--- src/uart_flow_pkg.sv ---
// package for the dma handshake, flow control and auto-baud block
// assumes a 64-entry fifo on each side whose fill level is supplied from outside
package uart_flow_pkg;

  // fifo geometry
  localparam int unsigned FIFO_DEPTH  = 64;
  localparam int unsigned LVL_W       = 7;
  localparam logic [6:0]  LVL_FULL    = 7'h40;

  // transmit trigger: number of empty locations
  localparam logic [6:0]  TX_TRIG_LO  = 7'h20;
  localparam logic [6:0]  TX_TRIG_HI  = 7'h40;

  // receive trigger: number of stored entries
  localparam logic [6:0]  RX_TRIG_0   = 7'h01;
  localparam logic [6:0]  RX_TRIG_1   = 7'h08;
  localparam logic [6:0]  RX_TRIG_2   = 7'h10;
  localparam logic [6:0]  RX_TRIG_3   = 7'h20;

  // auto-baud counter and divisor
  localparam int unsigned ABC_W       = 16;
  localparam int unsigned OVERSAMPLE_SHIFT = 4;
  localparam logic [15:0] ABC_MAX     = 16'hFFFF;
  localparam logic [15:0] DIV_RESET   = 16'h0001;

  // synchroniser reset levels: rxd, cts_n idle high, acks low
  localparam logic [3:0]  SYNC_RESET  = 4'hC;

  // dma channel index
  localparam int unsigned CH_RX       = 0;
  localparam int unsigned CH_TX       = 1;

  typedef enum logic [1:0] {DMA_IDLE, DMA_BURST, DMA_SINGLE, DMA_DONE} dma_state_e;
  typedef enum logic [1:0] {AB_OFF, AB_WAIT_IDLE, AB_WAIT_START, AB_MEASURE} ab_state_e;

endpackage
--- src/byte_fifo.sv ---
// small synchronous fifo with valid/ready on both sides
// assumes DEPTH is a power of two; ready and valid come from registers
`timescale 1ns/10ps
module byte_fifo #(
  parameter int unsigned WIDTH = 8,
  parameter int unsigned DEPTH = 4
) (
  input  wire logic             clk,        // clock
  input  wire logic             rst_n,      // async reset, active low
  input  wire logic             in_valid,   // write request
  output logic                  in_ready,   // room available
  input  wire logic [WIDTH-1:0] in_data,    // write data
  output logic                  out_valid,  // data available
  input  wire logic             out_ready,  // consumer takes word
  output logic      [WIDTH-1:0] out_data    // head word
);
  localparam int unsigned AW = $clog2(DEPTH);
  localparam logic [AW:0] FULL_CNT = (AW+1)'(DEPTH);

  logic [WIDTH-1:0] mem_q [DEPTH];
  logic [AW-1:0]    wr_ptr_q, rd_ptr_q;
  logic [AW:0]      cnt_q, cnt_d;
  wire              push = in_valid & in_ready;
  wire              pop  = out_valid & out_ready;

  // count change; ready/valid registered from the next count
  assign cnt_d    = cnt_q + {{AW{1'b0}}, push} - {{AW{1'b0}}, pop};
  assign out_data = mem_q[rd_ptr_q];

  always_ff @(posedge clk or negedge rst_n) begin
    if (!rst_n) begin
      wr_ptr_q  <= '0;
      rd_ptr_q  <= '0;
      cnt_q     <= '0;
      in_ready  <= 1'b1;
      out_valid <= 1'b0;
    end else begin
      if (push) wr_ptr_q <= wr_ptr_q + 1'b1;
      if (pop)  rd_ptr_q <= rd_ptr_q + 1'b1;
      cnt_q     <= cnt_d;
      in_ready  <= (cnt_d != FULL_CNT);
      out_valid <= (cnt_d != '0);
    end
  end

  // storage needs no reset
  always_ff @(posedge clk) begin
    if (push) mem_q[wr_ptr_q] <= in_data;
  end
endmodule // byte_fifo

--- src/sync2.sv ---
// two-flop level synchroniser, one per bit
// assumes inputs are levels that hold for at least two clocks
`timescale 1ns/10ps
module sync2 #(
  parameter int unsigned WIDTH   = 1,
  parameter logic [WIDTH-1:0] RST_VAL = '0
) (
  input  wire logic             clk,      // clock
  input  wire logic             rst_n,    // async reset, active low
  input  wire logic [WIDTH-1:0] d,        // asynchronous levels
  output logic      [WIDTH-1:0] q         // synchronised levels
);
  logic [WIDTH-1:0] meta_q;

  // first stage feeds only the second stage
  always_ff @(posedge clk or negedge rst_n) begin
    if (!rst_n) begin
      meta_q <= RST_VAL;
      q      <= RST_VAL;
    end else begin
      meta_q <= d;
      q      <= meta_q;
    end
  end
endmodule // sync2

--- src/uart_flow_dma.sv ---
// dma request handshake, rts/cts hardware flow control and auto-baud detect
// assumes fifo levels come from the fifo logic in this clock; dma side async
// Function
// separate burst and single requests, may overlap
// rx above watermark raises burst and single
// rx below watermark raises single only
// fifo mode off: single requests only
// tx trigger bit selects 32 or 64
// rx trigger field selects 1, 8, 16, 32
// controller burst size not above threshold
// burst request held until acknowledge arrives
// request dropped as soon as acknowledge seen
// single transfer uses four-phase handshake
// controller samples single only in region
// flow enable bits decode off, cts, both
// rts_n deasserts when rx reaches watermark
// rts_n reasserts once rx drains below watermark
// remote stops after current character
// cts checked before each byte sent
// cts loss finishes current character then stops
// infrared with full auto-flow blocks transmitter
// start bit measured into auto-baud count
// auto-update loads divisor from measured count
// detection clears its own enable
// software avoids baud change while busy
// dma handshake signals synchronised at boundary
`timescale 1ns/10ps
module uart_flow_dma
  import uart_flow_pkg::*;
#(
  parameter int unsigned TXQ_DEPTH = 4,
  parameter int unsigned DATA_W    = 8
) (
  input  wire logic                      clk,                   // peripheral clock
  input  wire logic                      rst_n,                 // async reset
  input  wire logic                      fifo_mode_enable,      // fifo mode on
  input  wire logic                      tx_trig_sel,           // tx dma trigger select
  input  wire logic [1:0]                rx_trig_sel,           // rx dma trigger select
  input  wire logic [uart_flow_pkg::LVL_W-1:0] rx_level,        // entries in rx fifo
  input  wire logic [uart_flow_pkg::LVL_W-1:0] tx_level,        // entries in tx fifo
  input  wire logic                      dma_ack_rx,            // rx channel acknowledge
  input  wire logic                      dma_ack_tx,            // tx channel acknowledge
  output logic                           rx_dma_burst_req,      // rx burst request
  output logic                           rx_dma_single_req,     // rx single request
  output logic                           tx_dma_burst_req,      // tx burst request
  output logic                           tx_dma_single_req,     // tx single request
  input  wire logic                      auto_flow_enable,      // modem control auto-flow
  input  wire logic                      rts_control,           // modem control rts bit
  input  wire logic                      infrared_mode,         // infrared mode selected
  input  wire logic                      clear_to_send_in_n,    // cts pin, active low
  output logic                           request_to_send_out_n, // rts pin, active low
  input  wire logic                      txq_valid,             // character offered
  output logic                           txq_ready,             // room in holding queue
  input  wire logic [DATA_W-1:0]         txq_data,              // character
  input  wire logic                      tx_busy,               // shifter sending a char
  output logic                           tx_start,              // pulse: send tx_char
  output logic [DATA_W-1:0]              tx_char,               // character to send
  input  wire logic                      rxd,                   // serial receive pin
  input  wire logic                      autobaud_enable_set,   // pulse: start detection
  input  wire logic                      autobaud_auto_update,  // load divisor itself
  input  wire logic                      autobaud_lock_ie,      // lock interrupt enable
  input  wire logic                      divisor_wr,            // software divisor write
  input  wire logic [uart_flow_pkg::ABC_W-1:0] divisor_wdata,   // software divisor
  output logic                           autobaud_enable,       // detection running
  output logic [uart_flow_pkg::ABC_W-1:0] autobaud_count,       // measured cycles
  output logic                           autobaud_lock_irq,     // pulse: baud locked
  output logic [uart_flow_pkg::ABC_W-1:0] divisor               // divisor latch
);
  import uart_flow_pkg::*;

  // threshold decode; the rx one is shared by dma and rts logic
  function automatic logic [LVL_W-1:0] rx_wm(input logic [1:0] sel);
    unique case (sel)
      2'h0: rx_wm = RX_TRIG_0;
      2'h1: rx_wm = RX_TRIG_1;
      2'h2: rx_wm = RX_TRIG_2;
      2'h3: rx_wm = RX_TRIG_3;
    endcase
  endfunction

  function automatic logic [LVL_W-1:0] tx_wm(input logic sel);
    tx_wm = sel ? TX_TRIG_HI : TX_TRIG_LO;
  endfunction

  // crossing: acks come from the controller domain, pins are asynchronous
  logic [3:0] sync_q;
  sync2 #(.WIDTH(4), .RST_VAL(SYNC_RESET)) u_sync (
    .clk   (clk),
    .rst_n (rst_n),
    .d     ({rxd, clear_to_send_in_n, dma_ack_tx, dma_ack_rx}),
    .q     (sync_q)
  );

  wire       ack_rx_s = sync_q[0];
  wire       ack_tx_s = sync_q[1];
  wire       cts_n_s  = sync_q[2];
  wire       rxd_s    = sync_q[3];
  wire [1:0] ack_s    = {ack_tx_s, ack_rx_s};

  // watermark levels and request conditions
  wire [LVL_W-1:0] rx_wm_lvl = rx_wm(rx_trig_sel);
  wire [LVL_W-1:0] tx_wm_lvl = tx_wm(tx_trig_sel);
  wire [LVL_W-1:0] tx_empty  = LVL_FULL - tx_level;
  wire             rx_at_wm  = (rx_level >= rx_wm_lvl);
  wire [1:0]       burst_cond;
  wire [1:0]       single_cond;
  // burst only in fifo mode; single whenever anything can move
  assign burst_cond[CH_RX]  = fifo_mode_enable & rx_at_wm;
  assign single_cond[CH_RX] = (rx_level != '0);
  assign burst_cond[CH_TX]  = fifo_mode_enable & (tx_empty >= tx_wm_lvl);
  assign single_cond[CH_TX] = fifo_mode_enable ? (tx_empty != '0)
                                               : (tx_level == '0);

  // per-channel request handshake
  logic [1:0] burst_q, single_q;
  genvar ch;
  generate
    for (ch = 0; ch < 2; ch++) begin : g_dma
      dma_state_e st_q;
      always_ff @(posedge clk or negedge rst_n) begin
        if (!rst_n) begin
          st_q         <= DMA_IDLE;
          burst_q[ch]  <= 1'b0;
          single_q[ch] <= 1'b0;
        end else begin
          unique case (st_q)
            DMA_IDLE: begin
              if (!ack_s[ch] && burst_cond[ch]) begin
                burst_q[ch]  <= 1'b1;
                single_q[ch] <= single_cond[ch];
                st_q         <= DMA_BURST;
              end else if (!ack_s[ch] && single_cond[ch]) begin
                single_q[ch] <= 1'b1;
                st_q         <= DMA_SINGLE;
              end
            end
            // held regardless of the condition until acknowledge
            DMA_BURST, DMA_SINGLE: begin
              if (ack_s[ch]) begin
                burst_q[ch]  <= 1'b0;
                single_q[ch] <= 1'b0;
                st_q         <= DMA_DONE;
              end
            end
            // wait for the controller to close the loop
            DMA_DONE: begin
              if (!ack_s[ch]) st_q <= DMA_IDLE;
            end
          endcase
        end
      end
    end
  endgenerate

  assign rx_dma_burst_req  = burst_q[CH_RX];
  assign rx_dma_single_req = single_q[CH_RX];
  assign tx_dma_burst_req  = burst_q[CH_TX];
  assign tx_dma_single_req = single_q[CH_TX];

  // flow-control decode
  wire cts_en   = auto_flow_enable;
  wire rts_en   = auto_flow_enable & rts_control;
  wire tx_block = infrared_mode & rts_en;
  wire cts_ok   = !cts_en || !cts_n_s;

  // rts: held asserted (low) when not automated
  always_ff @(posedge clk or negedge rst_n) begin
    if (!rst_n) request_to_send_out_n <= 1'b0;
    else        request_to_send_out_n <= rts_en & rx_at_wm;
  end

  // transmit holding queue; stalls the source when full
  logic              q_valid;
  logic [DATA_W-1:0] q_data;
  wire               q_pop;
  byte_fifo #(.WIDTH(DATA_W), .DEPTH(TXQ_DEPTH)) u_txq (
    .clk       (clk),
    .rst_n     (rst_n),
    .in_valid  (txq_valid),
    .in_ready  (txq_ready),
    .in_data   (txq_data),
    .out_valid (q_valid),
    .out_ready (q_pop),
    .out_data  (q_data)
  );

  // a byte starts only between characters, so cts loss ends after the current one
  assign q_pop = q_valid & !tx_busy & !tx_start & cts_ok & !tx_block;

  always_ff @(posedge clk or negedge rst_n) begin
    if (!rst_n) begin
      tx_start <= 1'b0;
      tx_char  <= '0;
    end else begin
      tx_start <= q_pop;
      if (q_pop) tx_char <= q_data;
    end
  end

  // auto-baud: wait for idle line, then time the low start bit
  ab_state_e        ab_q;
  logic [ABC_W-1:0] ab_cnt_q;
  logic             rxd_prev_q;
  wire              rxd_fall  = rxd_prev_q & !rxd_s;
  wire              rxd_rise  = !rxd_prev_q & rxd_s;
  wire              ab_done   = (ab_q == AB_MEASURE) && rxd_rise;
  wire [ABC_W-1:0]  ab_div    = ab_cnt_q >> OVERSAMPLE_SHIFT;
  // a divisor of zero would stall the baud generator
  wire [ABC_W-1:0]  ab_div_ok = (ab_div == '0) ? DIV_RESET : ab_div;

  always_ff @(posedge clk or negedge rst_n) begin
    if (!rst_n) begin
      ab_q       <= AB_OFF;
      ab_cnt_q   <= '0;
      rxd_prev_q <= 1'b1;
    end else begin
      rxd_prev_q <= rxd_s;
      unique case (ab_q)
        AB_OFF:        if (autobaud_enable_set) ab_q <= AB_WAIT_IDLE;
        AB_WAIT_IDLE:  if (rxd_s) ab_q <= AB_WAIT_START;
        AB_WAIT_START: begin
          // the fall cycle is already the first low cycle of the start bit
          ab_cnt_q <= {{(ABC_W-1){1'b0}}, rxd_fall};
          if (rxd_fall) ab_q <= AB_MEASURE;
        end
        AB_MEASURE: begin
          if (ab_cnt_q != ABC_MAX) ab_cnt_q <= ab_cnt_q + 1'b1;
          // a new set request in the lock cycle keeps detection alive
          if (rxd_rise) ab_q <= autobaud_enable_set ? AB_WAIT_IDLE : AB_OFF;
        end
      endcase
    end
  end

  // results: count, lock pulse, divisor latch
  always_ff @(posedge clk or negedge rst_n) begin
    if (!rst_n) begin
      autobaud_enable   <= 1'b0;
      autobaud_count    <= '0;
      autobaud_lock_irq <= 1'b0;
      divisor           <= DIV_RESET;
    end else begin
      autobaud_enable   <= (ab_q != AB_OFF) ? !(ab_done && !autobaud_enable_set)
                                            : autobaud_enable_set;
      autobaud_lock_irq <= ab_done & autobaud_lock_ie;
      if (ab_done) autobaud_count <= ab_cnt_q;
      if (ab_done && autobaud_auto_update) divisor <= ab_div_ok;
      else if (divisor_wr) divisor <= divisor_wdata;
    end
  end
endmodule // uart_flow_dma

--- config.mk ---
export PLATFORM = sky130hd
export DESIGN_NAME = uart_flow_dma
export DESIGN_NICKNAME = d
export VERILOG_FILES = /design/src/uart_flow_pkg.sv /design/src/byte_fifo.sv /design/src/sync2.sv /design/src/uart_flow_dma.sv
export SDC_FILE = /design/constraint.sdc
export NUM_CORES = 1
export LEC_CHECK = 0
export ABC_CLOCK_PERIOD_IN_PS = 2100
export BUFFER_PORTS_ARGS = -buffer_cell sky130_fd_sc_hd__buf_2
export CORE_ASPECT_RATIO = 1.2
export CORE_MARGIN = 2
export CORE_UTILIZATION = 50
export CTS_BUF_LIST = sky130_fd_sc_hd__clkbuf_2 sky130_fd_sc_hd__clkbuf_4 sky130_fd_sc_hd__clkbuf_8
export DETAILED_ROUTE_END_ITERATION = 7
export PLACE_DENSITY = 0.81
export SETUP_SLACK_MARGIN = 0.05
export SYNTH_ARGS = -nofsm -noshare
export SYNTH_HDL_FRONTEND = slang
export SYNTH_SLANG_ARGS = --single-unit
--- constraint.sdc ---
create_clock -name clk -period 2.1 [get_ports clk]
set_input_delay 0.105 -clock clk [delete_from_list [all_inputs] [get_ports clk]]
set_output_delay 0.105 -clock clk [all_outputs]
set_load 0.005 [all_outputs]
==> flow_metrics.py, run 1 <==
metrics = {
    "run_status": {
        "status": "complete, but fails checks",
        "violations": "negative setup slack",
    },
    "clocking": {
        "cts-root-buf": "clkbuf_8",
        "cts_max_level": 4,
        "clk_latency_ns": 0.42,
        "cts_tree": "done",
        "cts.clk_slew.worst_paths_ns": 0.08,
        "cts_sinks": 120,
        "cts_buffers": 17,
        "cts_buffer_depth": 2,
    },
    "sta": {
        "setup_viol": 2,
        "rsz0062_at_grt": "true",
        "period_needed_ns": 2.13,
        "maxSlewHeadroom_pct": 61.6,
        "period_share_pct": 101,
        "hold_viol": 0,
        "clock_skew_ns": 0.0121,
        "maxSlewViolCount": 0,
        "max_freq_mhz": 471,
        "layout_setup_ws_ns": -0.0252,
        "worst_slew_pin_slew_ns": 0.572,
    },
    "route": {
        "antenna_left": 0,
        "via_per_inst": 5.45,
        "routed-via-count": 4274,
        "drtIter0Drc": 238,
        "wl_um": 12600,
        "first_pass_iters": 4,
        "wl_per_cell_um": 16.1,
        "drc_errors": 0,
    },
    "floorplanning": {
        "start_util_pct": 50.8,
        "die_w_um": 100,
        "rows": 42,
        "die_area_um2": 12000,
        "pin_count": 106,
        "core_area_um2": 10900,
        "die_h_um": 119,
    },
    "pwr": {
        "p_per_area_nw_per_um2": 1130,
        "total_power_w": 0.00815,
        "peakVddDrop_uv": 791,
        "leakage_nw": 3.34,
    },
    "grt": {
        "antenna_found_initial": 0,
        "grt_pass1_vias": 4531,
        "grt_pass1_wl_um": 20600,
        "track_usage_pct": 22.0,
        "grt_max_degree": 56,
        "gr-total-overflow": 0,
    },
    "logic_synthesis": {
        "yosys_register_bits": 120,
        "synth_edf_count": 32,
        "synth_top_area_share_pct": 36.5,
        "syn-cell-area_um2": 5550,
        "synth_fp_nets": 559,
        "synth_cells": 480,
        "synth_top_flop_cell": "dfrtp_1",
        "yosysSeqAreaShare_pct": 57.2,
        "netlist_top_cells_area": "dfrtp_1 37%, edfxtp_1 17%, nand2_1 6.1%",
        "yosysUniqueCellTypes": 63,
        "syn_avg_cell_area_um2": 11.6,
        "async_flop_share_pct": 73.3,
        "synth_top_area_cell": "dfrtp_1",
        "synth_warnings": 0,
    },
    "setup_path": {
        "r2r_end": "u_txq.out_valid$_DFF_PN0_",
        "worst-r2r-setup-slack_ns": -0.03,
        "crit_path_top_delay_cell": "dfstp_2",
        "crit_path_max_incr_delay_ns": 0.52,
        "cp_top_family": "adder cells",
        "crit_cells": 9,
        "startpoint_type": "register",
        "r2r-start": "u_sync.q[2]$_DFF_PN1_",
        "worst-path-buf-inv": 1,
        "endpoint_kind": "register",
        "r2r_cells": 9,
        "cp_cell_sequence": "a21o_1 > a21oi_2 > ha_1 > inv_1 > ha_2 > fa_2 > xnor2_2 > xnor2_2 > nand2b_4",
        "cp_max_fo": 3,
        "crit_top_cell": "xnor2_2",
        "required_ns": 2.47,
        "path_class": "reg2reg",
        "crit_arrival_ns": 2.49,
        "critPathLaunch": "u_sync.q[2]$_DFF_PN1_",
        "endpoint": "u_txq.out_valid$_DFF_PN0_",
    },
    "job": {
        "drv_cap": 0,
    },
    "place": {
        "portBuffers": 105,
        "hpwl_um": 8780,
        "place_inst": 718,
        "dpl-instance-area_um2": 6350,
        "gp_congestion": 0.880,
    },
    "finish": {
        "final_area_um2": 7180,
        "layout_commonest_cell": "buf_2",
        "area_growth_pct": 29.4,
        "n_antenna_cell": 0,
        "drive_above_1_share_pct": 31.3,
        "mostFrequentLayoutCells": "104 x buf_2, 90 x nand2_1, 81 x dfrtp_1",
        "finalNetCount": 718,
        "fillers": 827,
        "layout.cells.non_filler": 784,
    },
    "worst_hold_path": {
        "worst_hold_path_type": "in2reg",
        "hold_depth": 3,
    },
}
## sequential cells by signal (all words and copies together), names as in the netlist
| register | count |
|---|---|
| u_txq.mem_q | 32 |
| ab_cnt_q | 16 |
| autobaud_count | 16 |
| divisor | 16 |
| tx_char | 8 |
| g_dma.st_q | 4 |
| u_sync.meta_q | 4 |
| u_sync.q | 4 |
| u_txq.cnt_q | 3 |
| ab_q | 2 |
| u_txq.rd_ptr_q | 2 |
| u_txq.wr_ptr_q | 2 |
| autobaud_enable | 1 |
| autobaud_lock_irq | 1 |
| request_to_send_out_n | 1 |
| rx_dma_burst_req | 1 |
| rx_dma_single_req | 1 |
| rxd_prev_q | 1 |
| tx_dma_burst_req | 1 |
| tx_dma_single_req | 1 |
| tx_start | 1 |
| u_txq.in_ready | 1 |
| u_txq.out_valid | 1 |
## report_power, final
group          switching [W]  internal, W  leakage [nW]
sequential          0.000286      0.00291          1.39
clock                0.00102      0.00123         0.219
combinational        0.00135      0.00136          1.73
## cells in the mapped netlist (all sizes together) (3+ instances only)
master  number
nand2       90
dfrtp       81
edfxtp      32
o21ai       25
ha          21
inv         21
mux2i       21
nor2        16
a21oi       15
clkbuf      14
mux2        10
nand3        9
nor3         9
mux4         8
buf          7
dfstp        7
nand2b       7
nor4         7
xnor2        7
a31oi        6
and3         6
a21o         5
nand4        5
o22ai        5
or2          4
a211oi       3
o311ai       3
## cell families (layout without fill, tap and decap cells)
| group | Yosys count | in the layout | share of synthesized area (%) |
|---|---|---|---|
| AO/OA/AOI/OAI | 81 | 81 | 9.92 |
| XOR/XNOR | 9 | 9 | 1.42 |
| adder cells (fa/ha/maj) | 22 | 22 | 5.10 |
| buffers and inverters | 43 | 215 | 3.13 |
| flip-flops | 120 | 120 | 57.2 |
| multiplexers | 39 | 39 | 9.06 |
| AND/OR/NAND/NOR | 166 | 166 | 14.2 |
## metrics by stage
step | utilization [%] | setup WS [ns] | hold slack (ns) | TNS, ns
2_1_floorplan | - | -0.168 | -0.191 | -0.241
3_3_place_gp | 58.1 | -0.227 | 0.0866 | -0.542
3_5_place_dp | 58.1 | -0.331 | 0.0884 | -0.862
4_1_cts | 65.4 | -0.0412 | 0.000120 | -0.0412
5_1_grt | 65.7 | -0.134 | 0.0186 | -0.312
6_report | 65.7 | -0.0252 | 0.0197 | -0.0312
## per-layer routing
| metal | track usage (%) | part of all wire, % |
|---|---|---|
| met4 | 9.50 | 1.9 |
| met3 | 4.69 | 5.4 |
| met2 | 37.8 | 52 |
| met1 | 26.4 | 40 |
| met5 | 0 | 0 |
## worst reg2reg max path, cell delays in order, from the launching register on
cell and delay (ns):
dfstp_2 0.52, a21o_1 0.12, a21oi_2 0.07, ha_1 0.28
inv_1 0.04, ha_2 0.17, fa_2 0.35, xnor2_2 0.20
xnor2_2 0.16, nand2b_4 0.16
## final cells by class
type | count | area (µm²) | area share, %
clock buffer | 17 | 234 | 3.26
clock inverter | 15 | 206 | 2.88
inverter | 22 | 82.6 | 1.15
multi-input combinational | 317 | 2260 | 31.5
sequential | 120 | 3170 | 44.2
tap | 132 | 165 | 2.30
timing repair buffer | 161 | 1060 | 14.8
## what timing repair did
action                                  CTS  global route
endpoints found under the setup margin    3             6
hold buffers                             33             0
endpoints found under the hold margin    89             0
resized for setup                         5             4
gates cloned                              0             0
pin swaps                                 5             7
setup buffers                             0             1
## worst min path at each step
stage                                  from                      end  slack [ns]
after floorplan                       rst_n  ab_cnt_q[0]$_DFFE_PN0P_       -0.19
after global placement                rst_n  divisor[12]$_DFFE_PN0P_        0.09
after detailed placement              rst_n  divisor[13]$_DFFE_PN0P_        0.09
after CTS                  divisor_wdata[0]   divisor[0]$_DFFE_PN1P_      0.0001
after global routing      divisor_wdata[10]  divisor[10]$_DFFE_PN0P_        0.02
final                     divisor_wdata[10]  divisor[10]$_DFFE_PN0P_        0.02
Note: power is estimated with default switching activity, not from simulation.
==> inputs of run 2 (changes only) <==
--- a/config.mk
+++ b/config.mk
@@ -5,14 +5,15 @@
 export SDC_FILE = /design/constraint.sdc
 export NUM_CORES = 1
 export LEC_CHECK = 0
-export ABC_CLOCK_PERIOD_IN_PS = 2100
+export ABC_AREA = 1
+export ABC_CLOCK_PERIOD_IN_PS = 2050
 export BUFFER_PORTS_ARGS = -buffer_cell sky130_fd_sc_hd__buf_2
 export CORE_ASPECT_RATIO = 1.2
 export CORE_MARGIN = 2
 export CORE_UTILIZATION = 50
 export CTS_BUF_LIST = sky130_fd_sc_hd__clkbuf_2 sky130_fd_sc_hd__clkbuf_4 sky130_fd_sc_hd__clkbuf_8
 export DETAILED_ROUTE_END_ITERATION = 7
-export PLACE_DENSITY = 0.81
+export PLACE_DENSITY = 0.78
 export SETUP_SLACK_MARGIN = 0.05
 export SYNTH_ARGS = -nofsm -noshare
 export SYNTH_HDL_FRONTEND = slang
==> constraint.sdc (replaced) <==
create_clock -name clk -period 2.05 [get_ports clk]
set_input_delay 0.1025 -clock clk [delete_from_list [all_inputs] [get_ports clk]]
set_output_delay 0.1025 -clock clk [all_outputs]
set_load 0.005 [all_outputs]
==> run 2 against run 1 <==
The run still ends with negative setup slack left. Register-to-register slack got worse by 0.16 ns. Synthesized cell count rose by 25%. Clock-buffer cell count stayed put. First-iteration DRC count is 29% higher. Via count rose by 8.9%. Total power grew 0.88%. Worst hold slack hardly changed. Synthesized area rose by 1.5%. Clock skew is 0.0015 ns lower. Die area rose by 1.4%. Cell area fell by 0.56%.
==> flow_metrics.py, run 2 <==
metrics = {
    "run_status": {
        "status": "complete, but fails checks",
        "violations": "negative setup slack",
    },
    "setup_path": {
        "path_class": "reg2reg",
        "endpoint_kind": "register",
        "startpoint_type": "register",
        "cp_max_fo": 3,
        "required_ns": 2.35,
        "crit_arrival_ns": 2.54,
    },
    "finish": {
        "mostFrequentLayoutCells": "110 x nand2_1, 104 x buf_2, 81 x dfrtp_1",
        "regMostFlops": "u_txq.mem_q",
        "n_antenna_cell": 0,
        "largest_reg_flops": 32,
        "fillers": 876,
        "layout.cells.non_filler": 897,
        "drive_above_1_share_pct": 25.1,
        "finalNetCount": 831,
        "final_area_um2": 7140,
        "layout_commonest_cell": "nand2_1",
        "multi_input_area_um2": 2140,
        "area_growth_pct": 26.8,
        "seqCellArea_um2": 3170,
    },
    "place": {
        "portBuffers": 105,
        "dpl-instance-area_um2": 6410,
        "gp_congestion": 0.888,
        "place_inst": 838,
        "hpwl_um": 9030,
    },
    "sta": {
        "max_freq_mhz": 446,
        "layout_setup_ws_ns": -0.190,
        "hold_viol": 0,
        "period_needed_ns": 2.24,
        "rsz0062_at_grt": "true",
        "worst_slew_pin_slew_ns": 0.872,
        "clock_skew_ns": 0.0107,
        "finalSetupTns_ns": -0.401,
        "maxSlewViolCount": 0,
        "period_share_pct": 109,
        "maxSlewHeadroom_pct": 41.8,
        "setup_viol": 3,
    },
    "route": {
        "antenna_left": 0,
        "wl_um": 12800,
        "routed-via-count": 4656,
        "first_pass_iters": 7,
        "via_per_inst": 5.19,
        "drc_errors": 0,
        "wl_per_cell_um": 14.3,
        "drtIter0Drc": 306,
    },
    "clocking": {
        "clk_latency_ns": 0.43,
        "cts.clk_slew.worst_paths_ns": 0.08,
        "cts_tree": "done",
        "cts_buffer_depth": 2,
        "cts_max_level": 4,
        "cts_sinks": 120,
        "cts-root-buf": "clkbuf_8",
        "cts_buffers": 17,
    },
    "logic_synthesis": {
        "synth_warnings": 0,
        "synth_fp_nets": 678,
        "synth_top_area_cell": "dfrtp_1",
        "ys_top_cells_by_count": "110 x nand2_1, 81 x dfrtp_1, 77 x inv_1",
        "yosysSeqAreaShare_pct": 56.3,
        "syn_avg_cell_area_um2": 9.40,
        "async_flop_share_pct": 73.3,
        "yosysUniqueCellTypes": 43,
        "yosys_register_bits": 120,
        "synth_top_flop_cell": "dfrtp_1",
        "synth_top_area_share_pct": 36.0,
        "synth_cells": 599,
        "netlist_top_cells_area": "dfrtp_1 36%, edfxtp_1 17%, nand2_1 7.3%",
        "yosysMostFrequentCell": "nand2_1",
        "syn-cell-area_um2": 5630,
        "synth_edf_count": 32,
    },
    "pwr": {
        "leakage_nw": 3.38,
        "p_per_area_nw_per_um2": 1150,
        "peakVddDrop_uv": 695,
    },
    "floorplanning": {
        "start_util_pct": 51.3,
        "die_w_um": 101,
        "rows": 42,
        "die_area_um2": 12100,
        "core_area_um2": 11000,
        "pin_count": 106,
        "die_h_um": 120,
    },
    "grt": {
        "grt_max_degree": 49,
        "grt_pass1_vias": 4710,
        "grt_pass1_wl_um": 21100,
        "gr-total-overflow": 0,
        "antenna_found_initial": 0,
        "track_usage_pct": 22.1,
    },
    "job": {
        "drv_cap": 0,
    },
    "worst_hold_path": {
        "worst_hold_path_type": "in2reg",
    },
}
==> run 2: cell count changes after synthesis, moves of 7 or more <==
| cell | previous run | this run |
|---|---|---|
| o21ai_0 | 24 | 55 |
| nor2_1 | 16 | 74 |
| xor2_1 | 2 | 13 |
| nand2_1 | 90 | 110 |
| mux4_2 | 8 | 0 |
| mux2i_1 | 21 | 0 |
| nand2b_1 | 7 | 0 |
| inv_1 | 21 | 77 |
| nand3_1 | 9 | 29 |
| mux2_2 | 9 | 0 |
| o21ai_2 | 0 | 8 |
==> run 2: routing by layer <==
layer	vias up	track usage, %	routed length (µm)
li1	2287	-	-
met1	2209	27.0	5400
met4	0	8.82	264
met5	-	0	0
met3	26	4.86	597
met2	134	37.8	6580
==> run 2: final cells by class <==
class                           count  share of cell area [%]
Clock buffer                       17                    3.28
Clock inverter                     15                    2.49
Inverter                           79                    4.15
Multi-Input combinational cell    384                    30.0
Sequential cell                   120                    44.4
Tap cell                          132                    2.31
Timing Repair Buffer              150                    13.4
==> run 2: critical path: stages, from the launching register on <==
cell and delay [ns]:
dfrtp_1 0.39, nor3b_2 0.17, nand2_1 0.09, a31o_4 0.21, inv_2 0.06, ha_4 0.12
inv_2 0.03, ha_4 0.14, fa_2 0.35, xnor2_2 0.24, xor2_2 0.12, nand3b_1 0.18
==> run 2: path summary, 6_finish.rpt <==
| kind | start | to | slack [ns] | cells past startpoint |
|---|---|---|---|---|
| min reg2reg | u_sync.meta_q[3]$_DFF_PN1_ | u_sync.q[3]$_DFF_PN1_ | 0.36 | 0 |
| min in group asynchronous | rst_n | tx_char[4]$_DFFE_PN0N_ | 0.21 | 2 |
| min | divisor_wdata[9] | divisor[9]$_DFFE_PN0P_ | 0.02 | 5 |
| max reg2reg | tx_start$_DFF_PN0_ | u_txq.out_valid$_DFF_PN0_ | -0.19 | 11 |
| max | tx_start$_DFF_PN0_ | u_txq.out_valid$_DFF_PN0_ | -0.19 | 11 |
| max in group asynchronous | rst_n | u_txq.in_ready$_DFF_PN1_ | 1.15 | 3 |
==> run 2: logic make-up (layout without fill, tap and decap cells) <==
logic type / Yosys count / after routing / synth area share [%]
xor+xnor: 15 / 15 / 2.33
simple gates: 242 / 242 / 18.3
flops: 120 / 120 / 56.3
fa+ha+maj: 22 / 22 / 5.02
buf+inv: 95 / 261 / 6.67
compound gates: 105 / 105 / 11.4
==> run 2: where the power goes <==
group / total (W) / internal [W] / switching, W
logic: 0.00274 / 0.00113 / 0.00161
clock network: 0.00218 / 0.00113 / 0.00105
registers: 0.00330 / 0.00299 / 0.000313
total: 0.00822 / 0.00525 / 0.00297
==> run 2: timing repair <==
action / 4_1_cts / 5_1_grt
resized for setup: 6 / 3
pin swaps: 5 / 6
hold endpoints to repair: 85 / 0
hold buffers: 26 / 0
endpoints found under the setup margin: 3 / 3
buffers inserted: 1 / 0
==> run 2: per-stage QoR <==
step                power, W  utilization [%]  setup slack [ns]  hold slack (ns)
finish               0.00822             65.0            -0.190           0.0202
global route         0.00881             65.0            -0.301           0.0290
CTS                  0.00825             64.8            -0.152          0.00130
detailed placement   0.00595             58.3            -0.182            0.130
global placement     0.00578             58.3           -0.0794            0.122
floorplan            0.00502                -           -0.0465           -0.193
==> inputs of run 3 (changes only) <==
--- a/config.mk
+++ b/config.mk
@@ -7,13 +7,13 @@
 export LEC_CHECK = 0
 export ABC_AREA = 1
 export ABC_CLOCK_PERIOD_IN_PS = 2050
-export BUFFER_PORTS_ARGS = -buffer_cell sky130_fd_sc_hd__buf_2
-export CORE_ASPECT_RATIO = 1.2
 export CORE_MARGIN = 2
 export CORE_UTILIZATION = 50
 export CTS_BUF_LIST = sky130_fd_sc_hd__clkbuf_2 sky130_fd_sc_hd__clkbuf_4 sky130_fd_sc_hd__clkbuf_8
 export DETAILED_ROUTE_END_ITERATION = 7
-export PLACE_DENSITY = 0.78
+export DONT_BUFFER_PORTS = 1
+export PLACE_DENSITY = 0.7
+export RECOVER_POWER = 100
 export SETUP_SLACK_MARGIN = 0.05
 export SYNTH_ARGS = -nofsm -noshare
 export SYNTH_HDL_FRONTEND = slang
==> run 3 against run 2 <==
The flow finishes with violations (negative hold slack, negative setup slack). Setup slack gained 0.027 ns. Final cell count is 9.4% lower. Register-to-register slack improved by 0.03 ns. First-iteration DRC count up 17%. Total power shrank 3.3%. Non-clock buffer count is 92 lower. Clock power barely moved. Die area barely moved. Maximum frequency rose by 1.2%.
==> flow_metrics.py, run 3 (same netlist as run 2, synthesis figures left out) <==
metrics = {
    "run_status": {
        "status": "complete, but fails checks",
        "violations": "negative hold slack, negative setup slack",
    },
    "place": {
        "dpl-instance-area_um2": 5840,
        "hpwl_um": 8340,
        "portBuffers": 0,
        "gp_congestion": 0.848,
        "place_inst": 738,
    },
    "setup_path": {
        "crit_arrival_ns": 2.51,
        "r2r_end": "u_txq.out_valid$_DFF_PN0_",
        "endpoint_kind": "register",
        "r2r-start": "u_sync.q[2]$_DFF_PN1_",
        "worst-r2r-setup-slack_ns": -0.16,
        "startpoint_type": "register",
        "cp_max_fo": 3,
        "path_class": "reg2reg",
        "critPathLaunch": "u_sync.q[2]$_DFF_PN1_",
        "required_ns": 2.35,
        "r2r_cells": 11,
    },
    "route": {
        "antenna_left": 0,
        "drtIter0Drc": 359,
        "first_pass_iters": 5,
        "routed-via-count": 4346,
        "wl_um": 12700,
        "wl_per_cell_um": 15.6,
        "via_per_inst": 5.35,
        "drc_errors": 0,
    },
    "finish": {
        "layout_commonest_cell": "nand2_1",
        "n_antenna_cell": 0,
        "drive_above_1_share_pct": 11.4,
        "layout.cells.non_filler": 813,
        "regMostFlops": "u_txq.mem_q",
        "finalNetCount": 739,
        "largest_reg_flops": 32,
        "mostFrequentLayoutCells": "109 x nand2_1, 81 x dfrtp_1, 75 x inv_1",
        "area_growth_pct": 19.8,
        "final_area_um2": 6740,
    },
    "clocking": {
        "post_cts_buffers": 0,
        "clk_latency_ns": 0.43,
        "cts_tree": "done",
        "cts_sinks": 120,
        "cts_buffer_depth": 2,
        "cts-root-buf": "clkbuf_8",
        "cts_max_level": 4,
        "cts.clk_slew.worst_paths_ns": 0.07,
        "cts_buffers": 17,
    },
    "worst_hold_path": {
        "worst_hold_path_type": "in2async",
    },
    "pwr": {
        "p_per_area_nw_per_um2": 1180,
        "leakage_nw": 2.98,
        "peakVddDrop_uv": 529,
    },
    "floorplanning": {
        "pin_count": 106,
        "die_w_um": 110,
        "core_area_um2": 10900,
        "die_h_um": 110,
        "rows": 38,
        "start_util_pct": 51.5,
        "die_area_um2": 12100,
    },
    "grt": {
        "grt_pass1_wl_um": 19800,
        "grt_pass1_vias": 4290,
        "grt_util_met2_pct": 35.1,
        "gr-total-overflow": 0,
        "met1_usage_pct": 26.3,
        "track_usage_pct": 21.6,
        "antenna_found_initial": 0,
        "met3_usage_pct": 7.70,
        "busiest_layer": "met2",
        "grt_max_degree": 89,
    },
    "sta": {
        "maxSlewViolCount": 0,
        "clock_skew_ns": 0.0106,
        "rsz0062_at_grt": "true",
        "maxSlewHeadroom_pct": 45.7,
        "period_needed_ns": 2.21,
        "layout_setup_ws_ns": -0.163,
        "max_freq_mhz": 452,
        "setup_viol": 3,
        "worst_slew_pin_slew_ns": 0.814,
        "whs_ns": -0.628,
        "period_share_pct": 108,
        "hold_viol": 88,
    },
    "job": {
        "drv_cap": 0,
    },
}
-- run 3: cell types whose count changed in the layout (fill, tap and decap cells not counted), moves of 3 or more --
cell,previous run,this run
buf_2,104,0
buf_4,18,15
clkinv_1,1,6
clkinv_2,0,3
clkinv_4,3,0
dlygate4sd3_1,26,43
inv_6,7,0
-- run 3: report_power, final --
part	internal, W	switching [W]	total [W]	leakage, nW
clock network	0.00132	0.000891	0.00221	0.208
logic	0.000927	0.00146	0.00239	1.39
registers	0.00299	0.000356	0.00335	1.39
total	0.00524	0.00271	0.00795	2.98
-- run 3: layer usage --
layer,wire [µm],up-vias
li1,-,2107
met1,5370,2087
met2,6180,133
met3,949,19
met4,190,0
met5,0,-
-- run 3: how the worst max path moves through the flow --
stage                                     end  slack (ns)  depth (start not counted)
global route        u_txq.out_valid$_DFF_PN0_       -0.27                         11
finish              u_txq.out_valid$_DFF_PN0_       -0.16                         11
detailed placement  u_txq.out_valid$_DFF_PN0_       -0.14                         11
global placement    u_txq.out_valid$_DFF_PN0_       -0.08                         11
floorplan           u_txq.out_valid$_DFF_PN0_       -0.05                         11
CTS                 u_txq.out_valid$_DFF_PN0_       -0.14                         11
-- run 3: cell type report --
cell class	count	area [µm²]
multi-input cells	384	2150
flip-flops and latches	120	3170
well taps	140	175
fillers	885	4190
clock inverters	13	161
clock buffers	19	249
inverters	79	297
repair buffers	58	543
-- run 3: critical path, cell delays in order (launching register included) --
cell      delay [ns]
dfstp_2         0.52
nand2_1         0.04
nand2_1         0.07
a31o_4          0.11
inv_2           0.04
ha_4            0.25
inv_2           0.04
ha_4            0.14
fa_2            0.35
xnor2_2         0.15
xor2_1          0.19
nand3b_1        0.19
-- run 3: per-stage QoR --
stage	worst slack, ns	TNS [ns]	utilization (%)	power, W
after floorplan	-0.0465	-0.0720	-	0.00502
after global placement	-0.0825	-0.141	53.4	0.00547
after detailed placement	-0.138	-0.308	53.4	0.00561
after CTS	-0.141	-0.291	61.1	0.00792
after global routing	-0.271	-0.679	61.7	0.00849
final	-0.163	-0.337	61.7	0.00795
-- run 3: what timing repair did --
item | CTS | global route
hold endpoints to repair | 145 | 90
endpoints found under the setup margin | 3 | 12
pin swaps | 2 | 3
resized for setup | 2 | 9
hold buffers | 42 | 1
